--- src/include/gpio_defs.svh ---
`ifndef GPIO_DEFS_SVH
`define GPIO_DEFS_SVH

// register indices; byte address is four times the index
`define GP_IDX_PB_DATA 8'h18
`define GP_IDX_PC_DATA 8'h19
`define GP_IDX_PB_DIR 8'h1A
`define GP_IDX_PB_ALT 8'h1B
`define GP_IDX_PC_DIR 8'h1C
`define GP_IDX_PC_ALT 8'h1D
`define GP_IDX_OD_SEL 8'h2F

// widths
`define GP_PB_W 4
`define GP_PC_W 8
`define GP_OD_W 4

// reset values
`define GP_PB_LATCH_RST 4'hF
`define GP_PB_DIR_RST 4'h0
`define GP_PB_ALT_RST 4'h0
`define GP_PC_LATCH_RST 8'hFF
`define GP_PC_DIR_RST 8'hC0
`define GP_PC_ALT_RST 8'h00
`define GP_OD_RST 4'h0

// pins that own an alternate output function
`define GP_PB_ALT_OUT_MASK 4'hC
`define GP_PC_ALT_MASK 8'h2D
// pins that are open drain whatever the open-drain register says
`define GP_PC_FIXED_OD 8'hC0

// port b pin positions
`define GP_PB_TMR_CLK 0
`define GP_PB_IRQ_B 1
`define GP_PB_TFF_A 2
`define GP_PB_TFF_B 3
// port c pin positions
`define GP_PC_TX0 0
`define GP_PC_RX0 1
`define GP_PC_SCK0 2
`define GP_PC_TX1 3
`define GP_PC_RX1 4
`define GP_PC_SCK1 5
// open-drain register bit positions
`define GP_OD_TX0 0
`define GP_OD_TX1 1
`define GP_OD_BUS_LO 2
`define GP_OD_BUS_HI 3

// synchroniser depth and wishbone data width
`define GP_SYNC_STAGES 3
`define GP_WB_DW 32

`endif

--- src/include/gpio_pkg.sv ---
package gpio_pkg;

    // software-visible setup of one port
    typedef struct packed {
        logic [7:0] latch;
        logic [7:0] dir;
        logic [7:0] alt;
    } port_cfg_t;

    // drive of a group of pins
    typedef struct packed {
        logic [7:0] out;
        logic [7:0] oe;
    } pin_drive_t;

endpackage

--- src/core/gpio_dual_port.sv ---
// Summary of operation
// [RULE1] four-bit two-way port b; every pin is an input after reset
// [RULE2] reset sets every port b output latch bit to one
// [RULE3] reset clears port b direction and select; direction one means output
// [RULE4] a port b select bit of one routes the pin to its peripheral
// [RULE5] port b select bits: timer clock and irq a, irq b, flip-flop a, b
// [RULE6] software must not read-modify-write direction or select registers
// [RULE7] port c pins 0 to 5 are two-way, inputs at reset, latch one
// [RULE8] reset clears direction and select of port c pins 0 to 5
// [RULE9] port c pins 6 and 7 are open drain; latch and direction reset one
// [RULE10] port c select bits 0, 2, 3, 5: tx0, clock0, tx1, clock1
// [RULE11] receive pins have no select bit and always feed the receivers
// [RULE12] open-drain bits: tx0, tx1, two serial-bus pins; one means open drain
// [RULE13] for the low-frequency oscillator software sets directions 11, latch 00 or 10
// [RULE14] data register reads return pin levels, writes update the latch
// [RULE15] a function output drives only with select and direction both one
//
// Decided for this implementation: the Wishbone register port.
`include "gpio_defs.svh"

module gpio_dual_port (
    // clock and reset
    input wire logic CLK,
    input wire logic RST_B,
    // wishbone slave
    input wire logic WB_CYC_I,
    input wire logic WB_STB_I,
    input wire logic WB_WE_I,
    input wire logic [9:0] WB_ADR_I,
    input wire logic [3:0] WB_SEL_I,
    input wire logic [`GP_WB_DW-1:0] WB_DAT_I,
    output logic [`GP_WB_DW-1:0] WB_DAT_O,
    output logic WB_ACK_O,
    // port b pads
    input wire logic [`GP_PB_W-1:0] PB_IN,
    output logic [`GP_PB_W-1:0] PB_OUT,
    output logic [`GP_PB_W-1:0] PB_OE,
    // port c pads
    input wire logic [`GP_PC_W-1:0] PC_IN,
    output logic [`GP_PC_W-1:0] PC_OUT,
    output logic [`GP_PC_W-1:0] PC_OE,
    // from timer and serial units
    input wire logic TIMER_FLIPFLOP_OUT_A,
    input wire logic TIMER_FLIPFLOP_OUT_B,
    input wire logic SERIAL_TX_CH0,
    input wire logic SERIAL_TX_CH1,
    input wire logic SERIAL_CLOCK_CH0_OUT,
    input wire logic SERIAL_CLOCK_CH1_OUT,
    // to timer, interrupt and serial units
    output logic TIMER_CLOCK_INPUT,
    output logic EXT_IRQ_A,
    output logic EXT_IRQ_B,
    output logic SERIAL_RX_CH0,
    output logic SERIAL_RX_CH1,
    output logic SERIAL_CLOCK_CH0_IN,
    output logic SERIAL_CLOCK_CH1_IN,
    // open-drain select for the serial-bus pins of another port
    output logic [1:0] SERIAL_BUS_OPEN_DRAIN
);

    gpio_pkg::port_cfg_t pb_cfg;
    gpio_pkg::port_cfg_t pc_cfg;
    gpio_pkg::pin_drive_t pb_drive;
    gpio_pkg::pin_drive_t pc_drive;

    logic [`GP_PB_W-1:0] pb_latch_reg;
    logic [`GP_PB_W-1:0] pb_dir_reg;
    logic [`GP_PB_W-1:0] pb_alt_reg;
    logic [`GP_PC_W-1:0] pc_latch_reg;
    logic [`GP_PC_W-1:0] pc_dir_reg;
    logic [`GP_PC_W-1:0] pc_alt_reg;
    logic [`GP_OD_W-1:0] od_reg;

    logic [`GP_PB_W-1:0] pb_level;
    logic [`GP_PC_W-1:0] pc_level;

    logic ack_reg;
    logic [`GP_WB_DW-1:0] rdata_reg;
    logic [`GP_WB_DW-1:0] rdata_next;
    logic req;
    logic wr_lo;
    logic [7:0] idx;
    logic [7:0] wbyte;

    logic [`GP_PC_W-1:0] pc_od;
    logic [`GP_PC_W-1:0] pc_alt_data;
    logic [`GP_PB_W-1:0] pb_alt_data;

    // bus request decode; one new request per idle cycle
    assign req = WB_CYC_I & WB_STB_I & ~ack_reg;
    assign wr_lo = req & WB_WE_I & WB_SEL_I[0];
    assign idx = WB_ADR_I[9:2];
    assign wbyte = WB_DAT_I[7:0];

    // acknowledge one cycle after the request is seen, drop it the next
    always_ff @(posedge CLK) begin
        if (!RST_B) begin
            ack_reg <= 1'b0;
        end else begin
            ack_reg <= req;
        end
    end

    // port b output latch
    always_ff @(posedge CLK) begin
        if (!RST_B) begin
            pb_latch_reg <= `GP_PB_LATCH_RST; // RULE2
        end else if (wr_lo && idx == `GP_IDX_PB_DATA) begin
            pb_latch_reg <= wbyte[`GP_PB_W-1:0]; // RULE14
        end
    end

    // port b direction, write only
    always_ff @(posedge CLK) begin
        if (!RST_B) begin
            pb_dir_reg <= `GP_PB_DIR_RST; // RULE1 RULE3
        end else if (wr_lo && idx == `GP_IDX_PB_DIR) begin
            pb_dir_reg <= wbyte[`GP_PB_W-1:0];
        end
    end

    // port b function select, write only
    always_ff @(posedge CLK) begin
        if (!RST_B) begin
            pb_alt_reg <= `GP_PB_ALT_RST; // RULE3
        end else if (wr_lo && idx == `GP_IDX_PB_ALT) begin
            pb_alt_reg <= wbyte[`GP_PB_W-1:0]; // RULE4
        end
    end

    // port c output latch
    always_ff @(posedge CLK) begin
        if (!RST_B) begin
            pc_latch_reg <= `GP_PC_LATCH_RST; // RULE7 RULE9
        end else if (wr_lo && idx == `GP_IDX_PC_DATA) begin
            pc_latch_reg <= wbyte; // RULE14
        end
    end

    // port c direction, write only
    always_ff @(posedge CLK) begin
        if (!RST_B) begin
            pc_dir_reg <= `GP_PC_DIR_RST; // RULE8 RULE9
        end else if (wr_lo && idx == `GP_IDX_PC_DIR) begin
            pc_dir_reg <= wbyte;
        end
    end

    // port c function select; only function-capable bits are kept
    always_ff @(posedge CLK) begin
        if (!RST_B) begin
            pc_alt_reg <= `GP_PC_ALT_RST; // RULE8
        end else if (wr_lo && idx == `GP_IDX_PC_ALT) begin
            pc_alt_reg <= wbyte & `GP_PC_ALT_MASK; // RULE10 RULE11
        end
    end

    // open-drain select, readable
    always_ff @(posedge CLK) begin
        if (!RST_B) begin
            od_reg <= `GP_OD_RST; // RULE12
        end else if (wr_lo && idx == `GP_IDX_OD_SEL) begin
            od_reg <= wbyte[`GP_OD_W-1:0]; // RULE12
        end
    end

    // read mux; write-only and unmapped locations read zero
    always_comb begin
        rdata_next = '0;
        unique case (idx)
            `GP_IDX_PB_DATA: rdata_next[`GP_PB_W-1:0] = pb_level; // RULE14
            `GP_IDX_PC_DATA: rdata_next[`GP_PC_W-1:0] = pc_level; // RULE14
            `GP_IDX_OD_SEL: rdata_next[`GP_OD_W-1:0] = od_reg;
            default: rdata_next = '0; // RULE6
        endcase
    end

    // read data held with the acknowledge
    always_ff @(posedge CLK) begin
        if (!RST_B) begin
            rdata_reg <= '0;
        end else if (req && !WB_WE_I) begin
            rdata_reg <= rdata_next;
        end else if (!req) begin
            rdata_reg <= '0;
        end
    end

    assign WB_DAT_O = rdata_reg;
    assign WB_ACK_O = ack_reg;

    // setup carriers
    assign pb_cfg = '{latch: 8'(pb_latch_reg), dir: 8'(pb_dir_reg), alt: 8'(pb_alt_reg)};
    assign pc_cfg = '{latch: pc_latch_reg, dir: pc_dir_reg, alt: pc_alt_reg};

    // function output values by pin
    always_comb begin
        pb_alt_data = '0;
        pb_alt_data[`GP_PB_TFF_A] = TIMER_FLIPFLOP_OUT_A; // RULE5
        pb_alt_data[`GP_PB_TFF_B] = TIMER_FLIPFLOP_OUT_B; // RULE5
    end

    always_comb begin
        pc_alt_data = '0;
        pc_alt_data[`GP_PC_TX0] = SERIAL_TX_CH0; // RULE10
        pc_alt_data[`GP_PC_SCK0] = SERIAL_CLOCK_CH0_OUT; // RULE10
        pc_alt_data[`GP_PC_TX1] = SERIAL_TX_CH1; // RULE10
        pc_alt_data[`GP_PC_SCK1] = SERIAL_CLOCK_CH1_OUT; // RULE10
    end

    // open drain on port c: fixed on the oscillator pins, selectable on tx
    always_comb begin
        pc_od = `GP_PC_FIXED_OD; // RULE9
        pc_od[`GP_PC_TX0] = od_reg[`GP_OD_TX0]; // RULE12
        pc_od[`GP_PC_TX1] = od_reg[`GP_OD_TX1]; // RULE12
    end

    // port b pad drive
    pin_drive #(
        .W(`GP_PB_W)
    ) u_pb_drive (
        .clk(CLK),
        .rst_b(RST_B),
        .latch(pb_cfg.latch[`GP_PB_W-1:0]),
        .dir(pb_cfg.dir[`GP_PB_W-1:0]),
        .alt(pb_cfg.alt[`GP_PB_W-1:0]),
        .alt_mask(`GP_PB_ALT_OUT_MASK), // RULE15
        .alt_data(pb_alt_data),
        .open_drain(`GP_PB_DIR_RST),
        .pad_out(pb_drive.out[`GP_PB_W-1:0]),
        .pad_oe(pb_drive.oe[`GP_PB_W-1:0])
    );
    assign pb_drive.out[7:`GP_PB_W] = '0;
    assign pb_drive.oe[7:`GP_PB_W] = '0;

    // port c pad drive
    pin_drive #(
        .W(`GP_PC_W)
    ) u_pc_drive (
        .clk(CLK),
        .rst_b(RST_B),
        .latch(pc_cfg.latch),
        .dir(pc_cfg.dir),
        .alt(pc_cfg.alt),
        .alt_mask(`GP_PC_ALT_MASK), // RULE15
        .alt_data(pc_alt_data),
        .open_drain(pc_od),
        .pad_out(pc_drive.out),
        .pad_oe(pc_drive.oe)
    );

    assign PB_OUT = pb_drive.out[`GP_PB_W-1:0];
    assign PB_OE = pb_drive.oe[`GP_PB_W-1:0];
    assign PC_OUT = pc_drive.out;
    assign PC_OE = pc_drive.oe;

    // pin input synchronisers
    pin_sync #(
        .W(`GP_PB_W),
        .RST_VAL(`GP_PB_LATCH_RST)
    ) u_pb_sync (
        .clk(CLK),
        .rst_b(RST_B),
        .raw(PB_IN),
        .level(pb_level)
    );

    pin_sync #(
        .W(`GP_PC_W),
        .RST_VAL(`GP_PC_LATCH_RST)
    ) u_pc_sync (
        .clk(CLK),
        .rst_b(RST_B),
        .raw(PC_IN),
        .level(pc_level)
    );

    // port b input functions, passed only while selected
    always_ff @(posedge CLK) begin
        if (!RST_B) begin
            TIMER_CLOCK_INPUT <= 1'b0;
            EXT_IRQ_A <= 1'b0;
            EXT_IRQ_B <= 1'b0;
        end else begin
            TIMER_CLOCK_INPUT <= pb_alt_reg[`GP_PB_TMR_CLK] & pb_level[`GP_PB_TMR_CLK]; // RULE5
            EXT_IRQ_A <= pb_alt_reg[`GP_PB_TMR_CLK] & pb_level[`GP_PB_TMR_CLK]; // RULE5
            EXT_IRQ_B <= pb_alt_reg[`GP_PB_IRQ_B] & pb_level[`GP_PB_IRQ_B]; // RULE4
        end
    end

    // serial inputs: receive always fed, clock input level always fed
    always_ff @(posedge CLK) begin
        if (!RST_B) begin
            SERIAL_RX_CH0 <= 1'b1;
            SERIAL_RX_CH1 <= 1'b1;
            SERIAL_CLOCK_CH0_IN <= 1'b1;
            SERIAL_CLOCK_CH1_IN <= 1'b1;
        end else begin
            SERIAL_RX_CH0 <= pc_level[`GP_PC_RX0]; // RULE11
            SERIAL_RX_CH1 <= pc_level[`GP_PC_RX1]; // RULE11
            SERIAL_CLOCK_CH0_IN <= pc_level[`GP_PC_SCK0];
            SERIAL_CLOCK_CH1_IN <= pc_level[`GP_PC_SCK1];
        end
    end

    // open-drain select for the serial-bus pins elsewhere
    always_ff @(posedge CLK) begin
        if (!RST_B) begin
            SERIAL_BUS_OPEN_DRAIN <= '0;
        end else begin
            SERIAL_BUS_OPEN_DRAIN <= od_reg[`GP_OD_BUS_HI:`GP_OD_BUS_LO]; // RULE12
        end
    end

endmodule

--- src/core/pin_sync.sv ---
`include "gpio_defs.svh"

module pin_sync #(
    parameter int W = 8,
    parameter logic [W-1:0] RST_VAL = '1
) (
    // clock and reset
    input wire logic clk,
    input wire logic rst_b,
    // raw pins and filtered levels
    input wire logic [W-1:0] raw,
    output logic [W-1:0] level
);
    // three stages per bit; a change counts once stages two and three agree
    genvar i;
    generate
        for (i = 0; i < W; i++) begin : g_bit
            logic [`GP_SYNC_STAGES-1:0] stage_reg;
            always_ff @(posedge clk) begin
                if (!rst_b) begin
                    stage_reg <= '0;
                end else begin
                    stage_reg <= {stage_reg[`GP_SYNC_STAGES-2:0], raw[i]};
                end
            end
            always_ff @(posedge clk) begin
                if (!rst_b) begin
                    level[i] <= RST_VAL[i];
                end else if (stage_reg[1] == stage_reg[2]) begin
                    level[i] <= stage_reg[2];
                end
            end
        end
    endgenerate
endmodule

--- src/core/pin_drive.sv ---
module pin_drive #(
    parameter int W = 8
) (
    // clock and reset
    input wire logic clk,
    input wire logic rst_b,
    // setup
    input wire logic [W-1:0] latch,
    input wire logic [W-1:0] dir,
    input wire logic [W-1:0] alt,
    input wire logic [W-1:0] alt_mask,
    input wire logic [W-1:0] alt_data,
    input wire logic [W-1:0] open_drain,
    // registered pad drive
    output logic [W-1:0] pad_out,
    output logic [W-1:0] pad_oe
);
    // per pin: pick port or function value, then apply open drain
    genvar i;
    generate
        for (i = 0; i < W; i++) begin : g_pin
            logic use_alt;
            logic value;
            assign use_alt = alt[i] & dir[i] & alt_mask[i];
            assign value = use_alt ? alt_data[i] : latch[i];
            always_ff @(posedge clk) begin
                if (!rst_b) begin
                    pad_out[i] <= 1'b1;
                    pad_oe[i] <= 1'b0;
                end else begin
                    pad_out[i] <= open_drain[i] ? 1'b0 : value;
                    pad_oe[i] <= dir[i] & ~(open_drain[i] & value);
                end
            end
        end
    endgenerate
endmodule

--- config.mk ---
export PLATFORM = sky130hd
export DESIGN_NAME = gpio_dual_port
export DESIGN_NICKNAME = d
export VERILOG_FILES = /design/src/include/gpio_pkg.sv /design/src/core/gpio_dual_port.sv /design/src/core/pin_sync.sv /design/src/core/pin_drive.sv
export VERILOG_INCLUDE_DIRS = /design/src /design/src/include
export SDC_FILE = /design/constraint.sdc
export NUM_CORES = 1
export LEC_CHECK = 0
export BUFFER_PORTS_ARGS = -buffer_cell sky130_fd_sc_hd__buf_2
export CAP_MARGIN = 20
export CORE_UTILIZATION = 38
export DETAILED_ROUTE_END_ITERATION = 10
export PLACE_DENSITY_LB_ADDON = 0.05
export SLEW_MARGIN = 0
export SYNTH_ARGS = -nofsm -noshare
export SYNTH_HDL_FRONTEND = slang
export SYNTH_SLANG_ARGS = --single-unit
--- constraint.sdc ---
create_clock -name CLK -period 2.9 [get_ports CLK]
set_clock_uncertainty 0.2 [all_clocks]
set_input_delay 0.58 -clock CLK [delete_from_list [all_inputs] [get_ports CLK]]
set_output_delay 0.58 -clock CLK [all_outputs]
set_load 0.005 [all_outputs]
Word-level counts from Yosys, hierarchy flattened
Cells that the tools add are included.
{ "word_totals": {"reg_bits": 124, "inputBits": 69, "output_inout_bits": 66, "wordCells": 128} }
{ "classes": {"eq_ne": 20, "mux": 13, "bitwise": 23, "reduce_logical": 9} }
{ "ops": {"columns": ["op", "count"], "rows": [
  ["$eq A8 B5 Y1 const B", 6],
  ["$and A1 B1 Y1", 18],
  ["$mux W8", 2],
  ["$eq A1 B1 Y1", 12],
  ["$pmux W4 S3", 1],
  ["$mux W1", 9],
  ["$eq A8 B6 Y1 const B", 1],
  ["$logic_and A1 B1 Y1", 8],
  ["$not A1 Y1", 5],
  ["$mux W4", 1],
  ["$ne A2 B1 Y1 const B", 1],
  ["$logic_not A1 Y1", 1]
]} }

Longest topological paths before layout
Gate-level depths: netlist of the first run.
{ "logic_depth": {"ltp_word": 5, "ltp_mapped": 6, "mapped_depth_nobuf": 4} }

By module
A second synthesis of the first run with hierarchy kept.
{ "unflattened": {"cells_unflattened": 454, "hier_area_um2": 4624.4} }
{ "by_module_without_submodules": {"columns": ["mod", "n_inst", "cells_per_inst", "area_per_inst_um2", "seq_area_each_um2"], "rows": [
  ["gpio_dual_port", 1, 245, 2353.5, 1061.0],
  ["pin_sync at u_pc_sync", 1, 83, 915.9, 640.6],
  ["pin_drive at u_pc_drive", 1, 57, 598.1, 320.3],
  ["pin_sync at u_pb_sync", 1, 41, 461.7, 320.3],
  ["pin_drive at u_pb_drive", 1, 28, 295.3, 160.2]
]} }

Worst setup path before layout of the first run
OpenSTA, ideal clock, no wires.
{ "synth_timing": {"path_type": "input-to-reg", "startpoint": "input port WB_ADR_I[4]", "endpoint": "register pc_latch_reg[0]", "setup_time_ps": 129, "arrival_ps": 2062, "required_time_ps": 2571, "setup_slack_ps": 509, "stages": 5, "n_path_buf": 1, "path_cell_list": "or4b_1 buf_6 nor4_4 mux2i_1 nand2_1"} }
{ "synth_via": {"elab_chain_len": 2} }
{ "synth_lines": {"columns": ["element", "line", "rtl"], "rows": [
  ["from (decl)", "gpio_dual_port.sv:29", "input wire logic [9:0] WB_ADR_I,"],
  ["$eq A8 B5 Y1", null, null],
  ["$logic_and A1 B1 Y1 (no source line)", null, null],
  ["to (signal assigned)", "gpio_dual_port.sv:134", "pc_latch_reg <= `GP_PC_LATCH_RST;"],
  ["to (signal assigned)", "gpio_dual_port.sv:136", "pc_latch_reg <= wbyte;"],
  ["to (decl)", "gpio_dual_port.sv:69", "logic [`GP_PC_W-1:0] pc_latch_reg;"]
]} }
No other way between the ends.
A chain may end at the register's enable or synchronous reset.

Worst setup path in the final report of the first run
{ "layout_timing": {"startpoint": "input port WB_ADR_I[4]", "endpoint": "register pb_latch_reg[2]"} }
{ "layout_via": {"elab_chain_len": 2} }
{ "layout_lines": {"columns": ["element", "line", "rtl"], "rows": [
  ["$eq A8 B5 Y1", null, null],
  ["$logic_and A1 B1 Y1 (no source line)", null, null],
  ["to (signal assigned)", "gpio_dual_port.sv:107", "pb_latch_reg <= `GP_PB_LATCH_RST;"],
  ["to (signal assigned)", "gpio_dual_port.sv:109", "pb_latch_reg <= wbyte[`GP_PB_W-1:0];"],
  ["to (decl)", "gpio_dual_port.sv:66", "logic [`GP_PB_W-1:0] pb_latch_reg;"]
]} }
No other way between the ends.

==> results.sh, run 1 <==
export IMPL_postCtsSetupBuffers=0
export IMPL_cts_root_buf="clkbuf_16"
export IMPL_grt_pass1_vias=2798
export IMPL_synth_seq_area_share=0.574
export IMPL_place_congestion=0.730
export IMPL_synth_top_cell_area_share=0.574
export IMPL_clk_pin_slew_ns=0.05
export IMPL_fmax_mhz=455
export IMPL_clock_path_buffers=2
export IMPL_die_area_sq_mm=0.0118
export IMPL_hold_buffers=0
export IMPL_grt_total_usage=0.153
export IMPL_final_hold_violation_count=0
export IMPL_setup_worst_path_class="primary input to flop"
export IMPL_seq_area_sq_mm=0.00248
export IMPL_path_cells="buf_2 -> or4b_1 -> nor4_4 -> mux2i_1 -> nand2_1"
export IMPL_rrSetupSlack_ns=0.74
export IMPL_crit_path_end_kind="flop"
export IMPL_worst_pin_slew_ns=0.573
export IMPL_antenna_cells=0
export IMPL_drt_iter0_markers=171
export IMPL_syn_to_final_growth_pct=24.1
export IMPL_largest_reg_flops=24
export IMPL_avgSynthCellArea_sq_um=9.92
export IMPL_relSlewSlack=0.615
export IMPL_cts_htree_levels=4
export IMPL_drc=0
export IMPL_critPathTopFamily="simple AND/OR/NAND/NOR gates"
export IMPL_path_buf_inv=1
export IMPL_drive_gt1_frac=0.236
export IMPL_rsz0062_at_grt="false"
export IMPL_crit_slowest_cell="or4b_1"
export IMPL_fin_cells=674
export IMPL_final_nets=590
export IMPL_cts_buffers=17
export IMPL_post_route_min_period_ns=2.20
export IMPL_die_x_um=109
export IMPL_final_setup_viol_count=0
export IMPL_fp_dieH_um=109
export IMPL_cts_tree="built"
export IMPL_synthArstFlopShare=0
export IMPL_crit_path_start_kind="primary input"
export IMPL_ant_nets=0
export IMPL_ios=135
export IMPL_viasPerCell=4.51
export IMPL_vias=3042
export IMPL_ys_ff_latch=124
export IMPL_layout_worst_path_cycle_share=0.758
export IMPL_maxCapViolations=0
export IMPL_slowest_delay_ns=0.71
export IMPL_multi_input_area_sq_mm=0.00161
export IMPL_fill_cells=1045
export IMPL_synth_cell_area_sq_mm=0.00433
export IMPL_arrival_ns=2.26
export IMPL_syn_instance_count=436
export IMPL_grt_ovfl_total=0
export IMPL_start_util=0.394
export IMPL_leakage_uw=0.00237
export IMPL_row_count=38
export IMPL_cp_max_fo=6
export IMPL_power_uw=4010
export IMPL_synth_common_cells="dfxtp_1 (124), nand2_1 (54), and2_1 (38)"
export IMPL_hold_path_class="primary input to flop"
export IMPL_synthTopCellsByArea="dfxtp_1 (57%), and2_1 (5.5%), mux2i_1 (4.9%), nand2_1 (4.7%), buf_4 (4.5%)"
export IMPL_grt_max_degree=62
export IMPL_yosysUniqueCellTypes=34
export IMPL_ys_warn_count=0
export IMPL_status="finished clean"
export IMPL_setup_tns_ns=0
export IMPL_cts_sinks=124
export IMPL_finalMaxSlewViolations=0
export IMPL_vdd_drop_max_v=0.000333
export IMPL_wl_per_cell_um=12.3
export IMPL_grt_antenna_before_repair=0
export IMPL_grt_pass1_wl_um=13500
export IMPL_yosysMostFrequentCell="dfxtp_1"
export IMPL_core_area_sq_mm=0.0110
export IMPL_routed_wirelength_um=8320
export IMPL_clkLatencyLatePin_ns=0.40
export IMPL_required_ns=2.96
export IMPL_power_density_mw_per_mm2=746
export IMPL_dp_cells=642
export IMPL_ys_flop_type="dfxtp_1"
export IMPL_yosysTopAreaCell="dfxtp_1"
export IMPL_synth_edf_count=0
export IMPL_cts_repair_resized=0
export IMPL_portBuffers=81
export IMPL_dpl_hpwl_um=5660
export IMPL_first_pass_iters=4
-- final cells by class --
class | instances | share of cell area
clock buffer | 17 | 0.0793
sequential | 124 | 0.462
inverter | 13 | 0.00909
clock inverter | 15 | 0.0324
tap | 140 | 0.0326
timing repair buffer | 87 | 0.0844
multi-input combinational | 278 | 0.300
-- worst paths after layout --
path,end,cells after the start,start
max,pb_latch_reg[2]$_SDFFE_PN1P_,5,WB_ADR_I[4]
min,u_pb_sync.g_bit[3].stage_reg[0]$_SDFF_PN0_,2,PB_IN[3]
max reg2reg,pc_dir_reg[4]$_SDFFE_PN0P_,5,WB_ACK_O$_SDFF_PN0_
min reg2reg,u_pc_drive.pad_oe[6]$_SDFF_PN0_,1,pc_latch_reg[6]$_SDFFE_PN1P_
-- routing by layer --
metal | track usage | up-vias | wire (um)
met5 | 0 | - | 0
met1 | 0.202 | 1370 | 4230
met3 | 0.0448 | 7 | 393
met4 | 0.0753 | 0 | 66
li1 | - | 1581 | -
met2 | 0.226 | 84 | 3630
-- cell usage in the layout, fill, tap and decap left out, drive strengths merged, types with 4 or more instances in the layout --
| master | instances |
|---|---|
| o2bb2ai | 4 |
| mux2i | 21 |
| clkbuf | 17 |
| nand2 | 54 |
| clkinv | 6 |
| nand3b | 5 |
| clkinvlp | 5 |
| nand3 | 24 |
| inv | 14 |
| nor4 | 6 |
| conb | 24 |
| and2 | 38 |
| a21oi | 18 |
| nor2 | 18 |
| buf | 87 |
| nand2b | 10 |
| o21ai | 32 |
| a22o | 4 |
| dfxtp | 124 |
-- worst reg2reg max path: cells and delay by family, from the launching register on --
kind                   cells  cell delay, ns
AND/OR/NAND/NOR            3            1.22
AO/OA/AOI/OAI              1            0.10
buffers and inverters      1            0.26
flip-flops                 1            0.31
-- kinds of logic after synthesis --
logic type | synth area share
mux | 0.0538
simple gates | 0.219
buf+inv | 0.0743
compound gates | 0.0784
flops | 0.574
other cells | 0.000867
-- where the power goes --
group	leakage [uW]	switching (uW)	internal [uW]
logic	0.00107	82.6	55.7
clock network	0.000281	762	1350
registers	0.00101	18.7	1740
-- per-stage QoR --
step	instance area [sq um]	hold WS, ns	utilization	worst slack, ns
floorplan	4410	0.197	-	0.509
global placement	4770	0.212	0.434	0.308
detailed placement	4770	0.209	0.434	0.304
CTS	5370	0.161	0.489	0.676
global route	5370	0.164	0.489	0.555
finish	5370	0.180	0.489	0.702
Power figures use the tool's default switching activity.
==> inputs of run 2 (changes only) <==
- clock period: 2.9 -> 2.16 ns (I/O delays scaled with it)
==> run 2 against run 1 <==
  * Sequential cell count unchanged
  * Cell area increased by 1.6%
  * Die area unchanged
  * Routed wire length about the same
==> results.sh, run 2 (same netlist as run 1, synthesis figures left out) <==
export IMPL_grt_total_usage=0.151
export IMPL_cp_max_fo=5
export IMPL_mostFrequentLayoutCells="dfxtp_1 (124), buf_2 (80), nand2_1 (54)"
export IMPL_cts_tree="built"
export IMPL_antenna_cells=0
export IMPL_grt_pass1_vias=2888
export IMPL_routed_wirelength_um=8330
export IMPL_fmax_mhz=532
export IMPL_grt_antenna_before_repair=0
export IMPL_leakage_uw=0.00243
export IMPL_worst_pin_slew_ns=0.537
export IMPL_drc=0
export IMPL_final_core_util=0.496
export IMPL_critPathTopFamily="simple AND/OR/NAND/NOR gates"
export IMPL_start_util=0.394
export IMPL_fill_cells=1029
export IMPL_viasPerCell=4.52
export IMPL_crit_slowest_cell="dfxtp_1"
export IMPL_grt_pass1_wl_um=13500
export IMPL_die_area_sq_mm=0.0118
export IMPL_layout_worst_path_cycle_share=0.870
export IMPL_hold_path_class="primary input to flop"
export IMPL_wl_per_cell_um=12.2
export IMPL_ant_nets=0
export IMPL_path_buf_inv=2
export IMPL_first_pass_iters=4
export IMPL_syn_to_final_growth_pct=26.0
export IMPL_hold_buffers=0
export IMPL_path_cells="nand3b_1 -> buf_4 -> nor4_4 -> buf_4 -> mux2i_1 -> nand2_1"
export IMPL_grt_ovfl_total=0
export IMPL_die_x_um=109
export IMPL_clock_path_buffers=2
export IMPL_postCtsSetupBuffers=0
export IMPL_ios=135
export IMPL_dpl_hpwl_um=5820
export IMPL_clk_pin_slew_ns=0.05
export IMPL_cts_root_buf="clkbuf_16"
export IMPL_crit_path_start_kind="flop"
export IMPL_placed_area_sq_mm=0.00489
export IMPL_final_nets=601
export IMPL_core_area_sq_mm=0.0110
export IMPL_final_hold_violation_count=0
export IMPL_maxCapViolations=0
export IMPL_crit_path_end_kind="flop"
export IMPL_post_route_min_period_ns=1.88
export IMPL_mostFrequentLayoutCell="dfxtp_1"
export IMPL_rrSetupSlack_ns=0.28
export IMPL_status="finished clean"
export IMPL_setup_worst_path_class="flop to flop"
export IMPL_arrival_ns=1.96
export IMPL_cts_sinks=124
export IMPL_power_density_mw_per_mm2=955
export IMPL_row_count=38
export IMPL_place_congestion=0.765
export IMPL_drt_iter0_markers=155
export IMPL_largest_reg_flops=24
export IMPL_vias=3086
export IMPL_setup_tns_ns=0
export IMPL_grt_max_degree=59
export IMPL_finalMaxSlewViolations=0
export IMPL_cts_buffers=17
export IMPL_final_setup_viol_count=0
export IMPL_fp_dieH_um=109
export IMPL_slowest_delay_ns=0.31
export IMPL_whs_ns=0.0322
export IMPL_drive_gt1_frac=0.249
export IMPL_vdd_drop_max_v=0.000464
export IMPL_cts_htree_levels=4
export IMPL_path_common_cell="buf_4"
export IMPL_clkLatencyLatePin_ns=0.40
export IMPL_cts_repair_resized=0
export IMPL_required_ns=2.24
export IMPL_design_area_sq_mm=0.00545
export IMPL_relSlewSlack=0.639
export IMPL_rsz0062_at_grt="false"
export IMPL_portBuffers=81
-- run 2: report_power, final --
group          internal [uW]  total, uW  switching, uW  leakage, uW
logic                   85.4        198            112      0.00114
registers               2340       2360           25.4      0.00101
clock network           1700       2650            941     0.000276
total                   4130       5210           1080      0.00243
-- run 2: layout make-up --
type / instances / area (sq um) / share of cell area
clock buffer: 22 / 494 / 0.0907
clock inverter: 7 / 65.1 / 0.0119
inverter: 13 / 48.8 / 0.00895
multi-input combinational: 278 / 1610 / 0.296
sequential: 124 / 2480 / 0.455
tap: 140 / 175 / 0.0321
timing repair buffer: 98 / 573 / 0.105
-- run 2: final timing paths --
path / start / end / cells past startpoint
max: WB_ACK_O$_SDFF_PN0_ / pc_dir_reg[7]$_SDFFE_PN1P_ / 6
min: PC_IN[5] / u_pc_sync.g_bit[5].stage_reg[0]$_SDFF_PN0_ / 2
max reg2reg: WB_ACK_O$_SDFF_PN0_ / pc_dir_reg[7]$_SDFFE_PN1P_ / 6
min reg2reg: pc_latch_reg[7]$_SDFFE_PN1P_ / u_pc_drive.pad_oe[7]$_SDFF_PN0_ / 1
-- run 2: per-stage QoR --
step	std cells	power, uW	setup WS (ns)
after floorplan	459	2550	0.00554
after global placement	653	2610	0.00385
after detailed placement	653	2610	0.00224
after CTS	682	5280	0.292
after global routing	682	5410	0.201
final	682	5210	0.281
-- run 2: per-layer routing --
| layer | track usage | part of all wire | vias up |
|---|---|---|---|
| li1 | - | - | 1604 |
| met1 | 0.201 | 0.50 | 1385 |
| met2 | 0.225 | 0.43 | 88 |
| met3 | 0.0502 | 0.061 | 9 |
| met4 | 0.0608 | 0.012 | 0 |
| met5 | 0 | 0 | - |
